**src/verilog/stp_pkg.sv**
```systemverilog
// Purpose: constants and types of the serial packetizer
// Assumes: 100 MHz clk_sys, AHB-Lite register access, 32-bit words
// Notes: Contract list below
// Contract
// - pass-through and sharing modes frame identically; only RTS drive differs
// - received characters become print packets sent along the target route
// - a carriage return closes the current packet
// - the packet closes when its character count reaches the size limit
// - a gap between characters longer than the time limit closes the packet
// - size limit one forwards every character at once as its own packet
// - nothing of a packet leaves before one of its closing events
// - the target route can be rewritten at run time by write messages
// - point-to-point mode drives always and keeps the receiver on
// - cts-gated mode drives only while cts is asserted
// - half-duplex mode drives always, receiver off while transmitting
// - two-wire mode drives while cts, receiver off while transmitting
package stp_pkg;
   // ===============================================
   // timing
   localparam int unsigned CLK_NS = 10;
   localparam int unsigned TICK_NS = 10_000_000;
   localparam int unsigned TICK_CYC = TICK_NS / CLK_NS;
   // ===============================================
   // register map
   localparam logic [7:0] ADDR_CTRL = 8'h00;
   localparam logic [7:0] ADDR_SIZE = 8'h04;
   localparam logic [7:0] ADDR_TIME = 8'h08;
   localparam logic [7:0] ADDR_ROUTE = 8'h0c;
   localparam logic [7:0] ADDR_STAT = 8'h10;
   localparam int unsigned CTRL_EN_BIT = 0;
   localparam int unsigned CTRL_SHARE_BIT = 1;
   localparam int unsigned CTRL_DRV_LSB = 4;
   localparam int unsigned STAT_SEND_BIT = 8;
   localparam int unsigned STAT_NPKT_LSB = 16;
   localparam logic RST_EN = 1'b1;
   localparam logic RST_SHARE = 1'b0;
   localparam logic [7:0] RST_SIZE = 8'h80;
   localparam logic [7:0] RST_TIME = 8'h64;
   localparam logic [31:0] RST_ROUTE = 32'h0;
   localparam logic [7:0] ASCII_CR = 8'h0d;
   // ===============================================
   // types
   typedef enum logic [1:0] {
      DRV_FULL_DUPLEX_ALWAYS_DRIVE,
      DRV_CTS_GATED_DRIVER,
      DRV_HALF_DUPLEX,
      DRV_TWO_WIRE
   } stp_drv_e;
   localparam stp_drv_e RST_DRV = DRV_FULL_DUPLEX_ALWAYS_DRIVE;
endpackage : stp_pkg

```
**src/verilog/stp_buf2.sv**
```systemverilog
// Purpose: two-entry valid/ready buffer in the packet byte path
// Assumes: single clock, asynchronous active-high reset
// Notes: in_ready stays high while one slot is free
`timescale 1ns/10ps
module stp_buf2 #(
   parameter int unsigned W = 9
) (
   input wire logic clk_sys,
   input wire logic sys_rst,
   input wire logic in_valid,
   output logic in_ready,
   input wire logic [W-1:0] in_data,
   output logic out_valid,
   input wire logic out_ready,
   output logic [W-1:0] out_data
);
   typedef struct packed {
      logic [1:0] n;
      logic [W-1:0] e0;
      logic [W-1:0] e1;
   } stp_buf_s;
   stp_buf_s s_q;
   stp_buf_s s_d;
   logic push;
   logic pop;

   assign in_ready = (s_q.n != 2'd2);
   assign out_valid = (s_q.n != 2'd0);
   assign out_data = s_q.e0;
   assign push = in_valid && in_ready;
   assign pop = out_valid && out_ready;

   always_comb begin
      s_d = s_q;
      if (pop) begin
         s_d.e0 = s_q.e1;
      end
      if (push) begin
         if (s_q.n == 2'd0 || (s_q.n == 2'd1 && pop)) begin
            s_d.e0 = in_data;
         end else begin
            s_d.e1 = in_data;
         end
      end
      s_d.n = s_q.n + {1'b0, push} - {1'b0, pop};
   end

   always_ff @(posedge clk_sys or posedge sys_rst) begin
      if (sys_rst) begin
         s_q <= '0;
      end else begin
         s_q <= s_d;
      end
   end
endmodule : stp_buf2

```
**src/verilog/stp_packetizer.sv**
```systemverilog
// Purpose: gathers received characters into packets and forwards them with a route
// Assumes: rx characters arrive on a valid/ready handshake, held until taken, synchronous to clk_sys
// Notes: AHB-Lite slave with zero wait states; packet bytes leave via stp_buf2
`timescale 1ns/10ps
module stp_packetizer #(
   parameter int unsigned DEPTH = 128,
   parameter int unsigned TICK_CYC = stp_pkg::TICK_CYC
) (
   input wire logic clk_sys,
   input wire logic sys_rst,
   input wire logic hsel,
   input wire logic [31:0] haddr,
   input wire logic [1:0] htrans,
   input wire logic hwrite,
   input wire logic [2:0] hsize,
   input wire logic [31:0] hwdata,
   input wire logic hready,
   output logic hreadyout,
   output logic hresp,
   output logic [31:0] hrdata,
   input wire logic rx_valid,
   input wire logic [7:0] rx_data,
   output logic rx_ready,
   input wire logic route_wr_valid,
   input wire logic [31:0] route_wr_data,
   output logic pkt_valid,
   input wire logic pkt_ready,
   output logic [7:0] pkt_data,
   output logic pkt_last,
   output logic [31:0] pkt_route,
   input wire logic cts,
   input wire logic tx_busy,
   output logic tx_drv_en,
   output logic rx_en,
   output logic share_mode
);
   import stp_pkg::*;

   // ===============================================
   // state
   localparam int unsigned AW = $clog2(DEPTH);
   localparam int unsigned DW = $clog2(TICK_CYC);
   localparam logic [7:0] LIM_MAX = 8'(DEPTH);
   localparam logic [DW-1:0] DIV_LAST = DW'(TICK_CYC - 1);

   typedef enum logic {ST_COLLECT, ST_SEND} stp_st_e;

   typedef struct packed {
      stp_st_e st;
      logic [7:0] cnt;
      logic [7:0] rd;
      logic [7:0] gap;
      logic [DW-1:0] div;
      logic en;
      logic share;
      stp_drv_e drv;
      logic [7:0] size;
      logic [7:0] tlim;
      logic [31:0] route;
      logic [31:0] pkt_route;
      logic [15:0] npkt;
      logic ahb_wr;
      logic [7:0] ahb_adr;
      logic [31:0] rdata;
   } stp_state_s;

   stp_state_s s_q;
   stp_state_s s_d;
   logic [7:0] mem [DEPTH];
   logic [7:0] lim;
   logic accept;
   logic tick;
   logic tmo;
   logic last_byte;
   logic buf_in_valid;
   logic buf_in_ready;
   logic ahb_take;

   // ===============================================
   // driver control
   always_comb begin
      unique case (s_q.drv)
         DRV_FULL_DUPLEX_ALWAYS_DRIVE: begin
            tx_drv_en = 1'b1;
            rx_en = 1'b1;
         end
         DRV_CTS_GATED_DRIVER: begin
            tx_drv_en = cts;
            rx_en = 1'b1;
         end
         DRV_HALF_DUPLEX: begin
            tx_drv_en = 1'b1;
            rx_en = !tx_busy;
         end
         DRV_TWO_WIRE: begin
            tx_drv_en = cts;
            rx_en = !tx_busy;
         end
      endcase
   end

   // the share bit only reaches the rts logic outside; framing ignores it
   assign share_mode = s_q.share;

   // ===============================================
   // assembly
   // a zero or oversized limit falls back to the storage depth
   assign lim = (s_q.size == 8'h00 || s_q.size > LIM_MAX) ? LIM_MAX : s_q.size;
   assign rx_ready = s_q.en && rx_en && (s_q.st == ST_COLLECT);
   assign accept = rx_valid && rx_ready;
   assign tick = (s_q.div == DIV_LAST);
   // a zero time limit disables the timeout
   assign tmo = (s_q.st == ST_COLLECT) && !accept && tick && (s_q.cnt != 8'h00)
      && (s_q.tlim != 8'h00) && (s_q.gap >= s_q.tlim);
   assign last_byte = (s_q.rd == s_q.cnt - 8'h01);
   assign buf_in_valid = (s_q.st == ST_SEND);
   assign ahb_take = hsel && hready && htrans[1];
   assign hreadyout = 1'b1;
   assign hresp = 1'b0;
   assign hrdata = s_q.rdata;

   always_ff @(posedge clk_sys) begin
      if (accept) begin
         mem[s_q.cnt[AW-1:0]] <= rx_data;
      end
   end

   always_comb begin
      s_d = s_q;
      s_d.div = tick ? '0 : s_q.div + DW'(1);
      unique case (s_q.st)
         ST_COLLECT: begin
            if (accept) begin
               s_d.cnt = s_q.cnt + 8'h01;
               s_d.gap = 8'h00;
               if (rx_data == ASCII_CR || s_q.cnt + 8'h01 >= lim) begin
                  s_d.st = ST_SEND;
               end
            end else if (tmo) begin
               s_d.st = ST_SEND;
            end else if (s_q.cnt == 8'h00) begin
               s_d.gap = 8'h00;
            end else if (tick && s_q.gap != 8'hff) begin
               s_d.gap = s_q.gap + 8'h01;
            end
            if (s_d.st == ST_SEND) begin
               s_d.rd = 8'h00;
               s_d.gap = 8'h00;
               s_d.pkt_route = s_q.route;
            end
         end
         ST_SEND: begin
            if (buf_in_ready) begin
               s_d.rd = s_q.rd + 8'h01;
               if (last_byte) begin
                  s_d.st = ST_COLLECT;
                  s_d.cnt = 8'h00;
                  s_d.npkt = s_q.npkt + 16'h0001;
               end
            end
         end
      endcase
      // ===============================================
      // register bus
      s_d.ahb_wr = ahb_take && hwrite;
      s_d.ahb_adr = haddr[7:0];
      if (ahb_take && !hwrite) begin
         s_d.rdata = 32'h0;
         unique case (haddr[7:0])
            ADDR_CTRL: begin
               s_d.rdata[CTRL_EN_BIT] = s_q.en;
               s_d.rdata[CTRL_SHARE_BIT] = s_q.share;
               s_d.rdata[CTRL_DRV_LSB +: 2] = s_q.drv;
            end
            ADDR_SIZE: s_d.rdata[7:0] = s_q.size;
            ADDR_TIME: s_d.rdata[7:0] = s_q.tlim;
            ADDR_ROUTE: s_d.rdata = s_q.route;
            ADDR_STAT: begin
               s_d.rdata[7:0] = s_q.cnt;
               s_d.rdata[STAT_SEND_BIT] = (s_q.st == ST_SEND);
               s_d.rdata[STAT_NPKT_LSB +: 16] = s_q.npkt;
            end
            default: s_d.rdata = 32'h0;
         endcase
      end
      if (s_q.ahb_wr) begin
         unique case (s_q.ahb_adr)
            ADDR_CTRL: begin
               s_d.en = hwdata[CTRL_EN_BIT];
               s_d.share = hwdata[CTRL_SHARE_BIT];
               s_d.drv = stp_drv_e'(hwdata[CTRL_DRV_LSB +: 2]);
            end
            ADDR_SIZE: s_d.size = hwdata[7:0];
            ADDR_TIME: s_d.tlim = hwdata[7:0];
            ADDR_ROUTE: s_d.route = hwdata;
            default: s_d.route = s_d.route;
         endcase
      end
      // a route message overrides a bus write in the same cycle
      if (route_wr_valid) begin
         s_d.route = route_wr_data;
      end
   end

   always_ff @(posedge clk_sys or posedge sys_rst) begin
      if (sys_rst) begin
         s_q <= '0;
         s_q.st <= ST_COLLECT;
         s_q.en <= RST_EN;
         s_q.share <= RST_SHARE;
         s_q.drv <= RST_DRV;
         s_q.size <= RST_SIZE;
         s_q.tlim <= RST_TIME;
         s_q.route <= RST_ROUTE;
      end else begin
         s_q <= s_d;
      end
   end

   // ===============================================
   // output buffer
   // the route rides with each byte, so a stalled byte keeps its own packet's route
   stp_buf2 #(
      .W(41)
   ) u_buf (
      .clk_sys(clk_sys),
      .sys_rst(sys_rst),
      .in_valid(buf_in_valid),
      .in_ready(buf_in_ready),
      .in_data({s_q.pkt_route, last_byte, mem[s_q.rd[AW-1:0]]}),
      .out_valid(pkt_valid),
      .out_ready(pkt_ready),
      .out_data({pkt_route, pkt_last, pkt_data})
   );
endmodule : stp_packetizer

```
**config.mk**
```make
export PLATFORM = sky130hd
export DESIGN_NAME = stp_packetizer
export DESIGN_NICKNAME = d
export VERILOG_FILES = /design/src/verilog/stp_pkg.sv /design/src/verilog/stp_buf2.sv /design/src/verilog/stp_packetizer.sv
export SDC_FILE = /design/constraint.sdc
export NUM_CORES = 2
export LEC_CHECK = 0
export BUFFER_PORTS_ARGS = -buffer_cell sky130_fd_sc_hd__buf_4
export CORE_MARGIN = 3
export CORE_UTILIZATION = 45
export DETAILED_ROUTE_END_ITERATION = 10
export PLACE_DENSITY = 0.65
export SLEW_MARGIN = 20
export SYNTH_ARGS = -nofsm -noshare
export SYNTH_HDL_FRONTEND = slang
export SYNTH_HIERARCHICAL = 1
export SYNTH_SLANG_ARGS = --single-unit
```
**constraint.sdc**
```tcl
create_clock -name clk_sys -period 15.8 [get_ports clk_sys]
set_input_delay 3.16 -clock clk_sys [delete_from_list [all_inputs] [get_ports clk_sys]]
set_output_delay 3.16 -clock clk_sys [all_outputs]
set_load 0.05 [all_outputs]
```
==> results.py <==
metrics = {
    "outcome": {
        "status": "finished clean",
    },
    "final_layout": {
        "drive_above_1_share_pct": 25.1,
        "seqCellArea_um2": 37500,
        "nFillCells": 9379,
        "final_cell_mix": "edfxtp_1 (1,024), dfrtp_1 (261), nor2_1 (241)",
        "area_growth_pct": 12.4,
        "final_cells": 4861,
        "multi_input_area_um2": 14200,
        "finalNetCount": 3372,
        "mostFrequentLayoutCell": "edfxtp_1",
    },
    "hold_path": {
        "worstHoldPathType": "flip-flop to flip-flop",
        "hold_depth": 1,
        "hold_end": "s_q[160]",
        "min_from": "s_q[160]",
    },
    "sta": {
        "setup_viol": 0,
        "worstMarginPinSlew_ns": 1.13,
        "min_period_over_period_pct": 43.7,
        "slew_violations": 0,
        "hold_viol": 0,
        "fmax_ghz": 0.145,
        "period_minus_slack_ns": 6.90,
        "rsz0062_at_grt": "no",
        "clock-skew-final_ns": 0.0354,
        "setup-tns-final_ns": 0,
        "slew_headroom_pct": 24.2,
    },
    "worst_setup_path": {
        "r2r_cells": 8,
        "cpPeakStageDelay_ns": 0.20,
        "crit_slowest_cell": "buf_4",
        "r2r_slack_ns": 11.13,
        "cp.arrival_ns": 3.74,
        "cp_cell_sequence": "buf_4 > nand2_1 > and3b_1 > buf_4",
        "startpoint_type": "input port",
        "r2r_start": "s_q[169]",
        "worst_r2r_endpoint": "u_buf/out_data[6]",
        "cp_max_fo": 3,
        "crit_required_ns": 12.64,
        "endpoint_kind": "output port",
        "path_common_cell": "buf_4",
        "crit_type": "input port to output port",
    },
    "global_route": {
        "grt-ovfl-total": 0,
        "grt_pass1_wl_mm": 188,
        "grt_max_degree": 110,
        "grt_pass1_vias": 28400,
        "grtUsageTotal_pct": 20.7,
        "antenna_found_initial": 3,
    },
    "floorplanning": {
        "num_rows": 125,
        "ios": 199,
        "floorplan.core_area_um2": 117000,
        "die_area_um2": 122000,
        "start_util_pct": 45.6,
        "die_w_um": 350,
        "die_h_um": 350,
    },
    "clocking": {
        "clk_latency_ns": 0.74,
        "cts_setup_buffers": 0,
        "clock_path_buffers": 3,
        "cts_resized": 0,
        "cts_sinks": 1294,
        "cts.clk_slew.worst_paths_ns": 0.05,
        "numCtsBuffers": 134,
        "cts_tree": "built",
        "cts_hold_buf": 0,
        "cts_max_level": 4,
        "root_buffer": "clkbuf_16",
    },
    "synthesis": {
        "synthCells": 3102,
        "synth_edf_count": 1024,
        "seq_area_frac_synth_pct": 70.5,
        "post_synth.cell_area_avg_um2": 17.1,
        "synthesis.nets": 3245,
        "async_flop_share_pct": 20.9,
        "synth_cell_types": 70,
        "yosysWarnings": 6,
        "ys_seq_elements": 1294,
        "synthFlopType": "edfxtp_1",
        "syn-cell-area_um2": 53200,
    },
    "placed_design": {
        "place_inst": 4617,
        "place_congestion": 0.824,
        "io_buffer_count": 168,
        "hpwlAfterDp_mm": 76.9,
    },
    "run": {
        "cap_violations": 0,
    },
    "power": {
        "power_density_nw_per_um2": 135,
        "p_clk_share_pct": 38.3,
        "seqPwrFrac_pct": 46.9,
        "vdd_ir_drop_max_mv": 0.0918,
        "p_sw_w": 0.00209,
        "pwr-share-comb_pct": 14.7,
        "swShare_pct": 26.0,
        "power_leakage_nw": 22.0,
        "internal_power_w": 0.00596,
    },
    "routing": {
        "detail_route.iter0.violations": 2879,
        "wl_mm": 126,
        "wl_per_cell_um": 26.0,
        "num_vias": 28400,
        "ant_nets": 0,
        "routed_via_density": 5.83,
        "firstDrtPassIters": 6,
        "post-route-drc-count": 0,
    },
}
==> cell usage after synthesis, types with 6 or more instances <==
cell type	n	area share, %
a21oi_1	29	0.27
nand3_1	60	0.56
inv_1	21	0.15
a2111oi_0	11	0.18
dfrtp_1	265	12
and3_1	13	0.15
nand2b_1	19	0.22
buf_1	19	0.13
nand2_1	131	0.92
clkbuf_1	76	0.54
a221oi_1	21	0.35
nor4_1	21	0.25
nor2_1	245	1.7
a22o_1	10	0.16
a22oi_1	24	0.34
xor2_1	18	0.30
a31oi_1	14	0.16
mux2_2	155	3.3
nor2b_1	13	0.15
mux2_4	28	0.79
nand4_1	20	0.24
o211ai_1	13	0.18
mux2i_1	196	3.7
nor3_1	26	0.24
nand3b_1	6	0.085
o221ai_1	15	0.25
xnor2_1	30	0.49
buf_6	17	0.36
buf_2	25	0.24
buf_4	108	1.5
or2_2	6	0.071
o22ai_1	35	0.41
a222oi_1	8	0.15
o21ai_0	65	0.61
mux4_2	197	8.3
a211oi_1	28	0.40
edfxtp_1	1024	58
ha_1	24	0.56
==> sequential cells by signal, summed over array words and instances, names as in the netlist <==
name / count
s_q: 152
hrdata: 32
share_mode: 1
u_buf/out_data: 41
u_buf/s_q: 43
buf_in_valid: 1
mem: 1024
==> how the worst max path moves through the flow <==
| stage | from | endpoint | slack (ns) | cells after the start |
|---|---|---|---|---|
| after global placement | tx_busy | rx_ready | 8.92 | 4 |
| after CTS | tx_busy | rx_ready | 8.90 | 4 |
| after floorplan | sys_rst | buf_in_valid | 7.59 | 1 |
| after global routing | tx_busy | rx_ready | 8.84 | 4 |
| after detailed placement | tx_busy | rx_ready | 8.91 | 4 |
| final | tx_busy | rx_ready | 8.90 | 4 |
==> worst max-delay path: cells and delay by family <==
kind | cells | cell delay, ns
buffers and inverters | 2 | 0.31
and+or+nand+nor | 2 | 0.27
==> layout make-up <==
class / count / area share (%)
well taps: 1524 / 3.19
clock inverters: 69 / 1.10
flip-flops and latches: 1294 / 62.8
clock buffers: 172 / 6.06
inverters: 23 / 0.161
diodes: 3 / 0.0126
repair buffers: 236 / 3.03
multi-input cells: 1540 / 23.7
==> cells by family (layout without fill, tap and decap cells) <==
logic type,Yosys count,in the layout,synth area share [%]
flops,1294,1294,70.5
simple gates,592,592,5.14
mux,576,576,16.1
compound gates,298,298,3.90
buf+inv,268,500,2.95
xor+xnor,48,48,0.791
fa+ha+maj,24,24,0.565
other cells,2,5,0.0141
==> stage by stage <==
stage	worst slack (ns)	util, %	cell area, µm²	total power, W	hold slack [ns]
4_1_cts	8.90	51.2	59800	0.00811	0.463
6_report	8.90	51.2	59800	0.00805	0.465
5_1_grt	8.84	51.2	59800	0.00831	0.482
2_1_floorplan	7.59	-	53200	0.00462	0.431
3_5_place_dp	8.91	47.6	55500	0.00503	0.457
3_3_place_gp	8.92	47.6	55500	0.00502	0.450
==> power by group through the flow <==
stage	Clock, W	Combinational, W	Sequential (W)
floorplan	0	0.000803	0.00382
global placement	0	0.00118	0.00385
detailed placement	0	0.00119	0.00385
CTS	0.00314	0.00119	0.00378
global route	0.00327	0.00126	0.00378
finish	0.00309	0.00119	0.00378
==> metal layers <==
layer	wire (µm)	share of wire (%)	track usage [%]	vias up
met5	0	0	0	-
met3	9510	7.5	4.01	225
met2	60800	48	33.3	1129
met1	52200	41	28.6	14700
met4	3980	3.1	7.04	0
li1	-	-	-	12400
No activity file was read; power rests on OpenSTA's default activity.
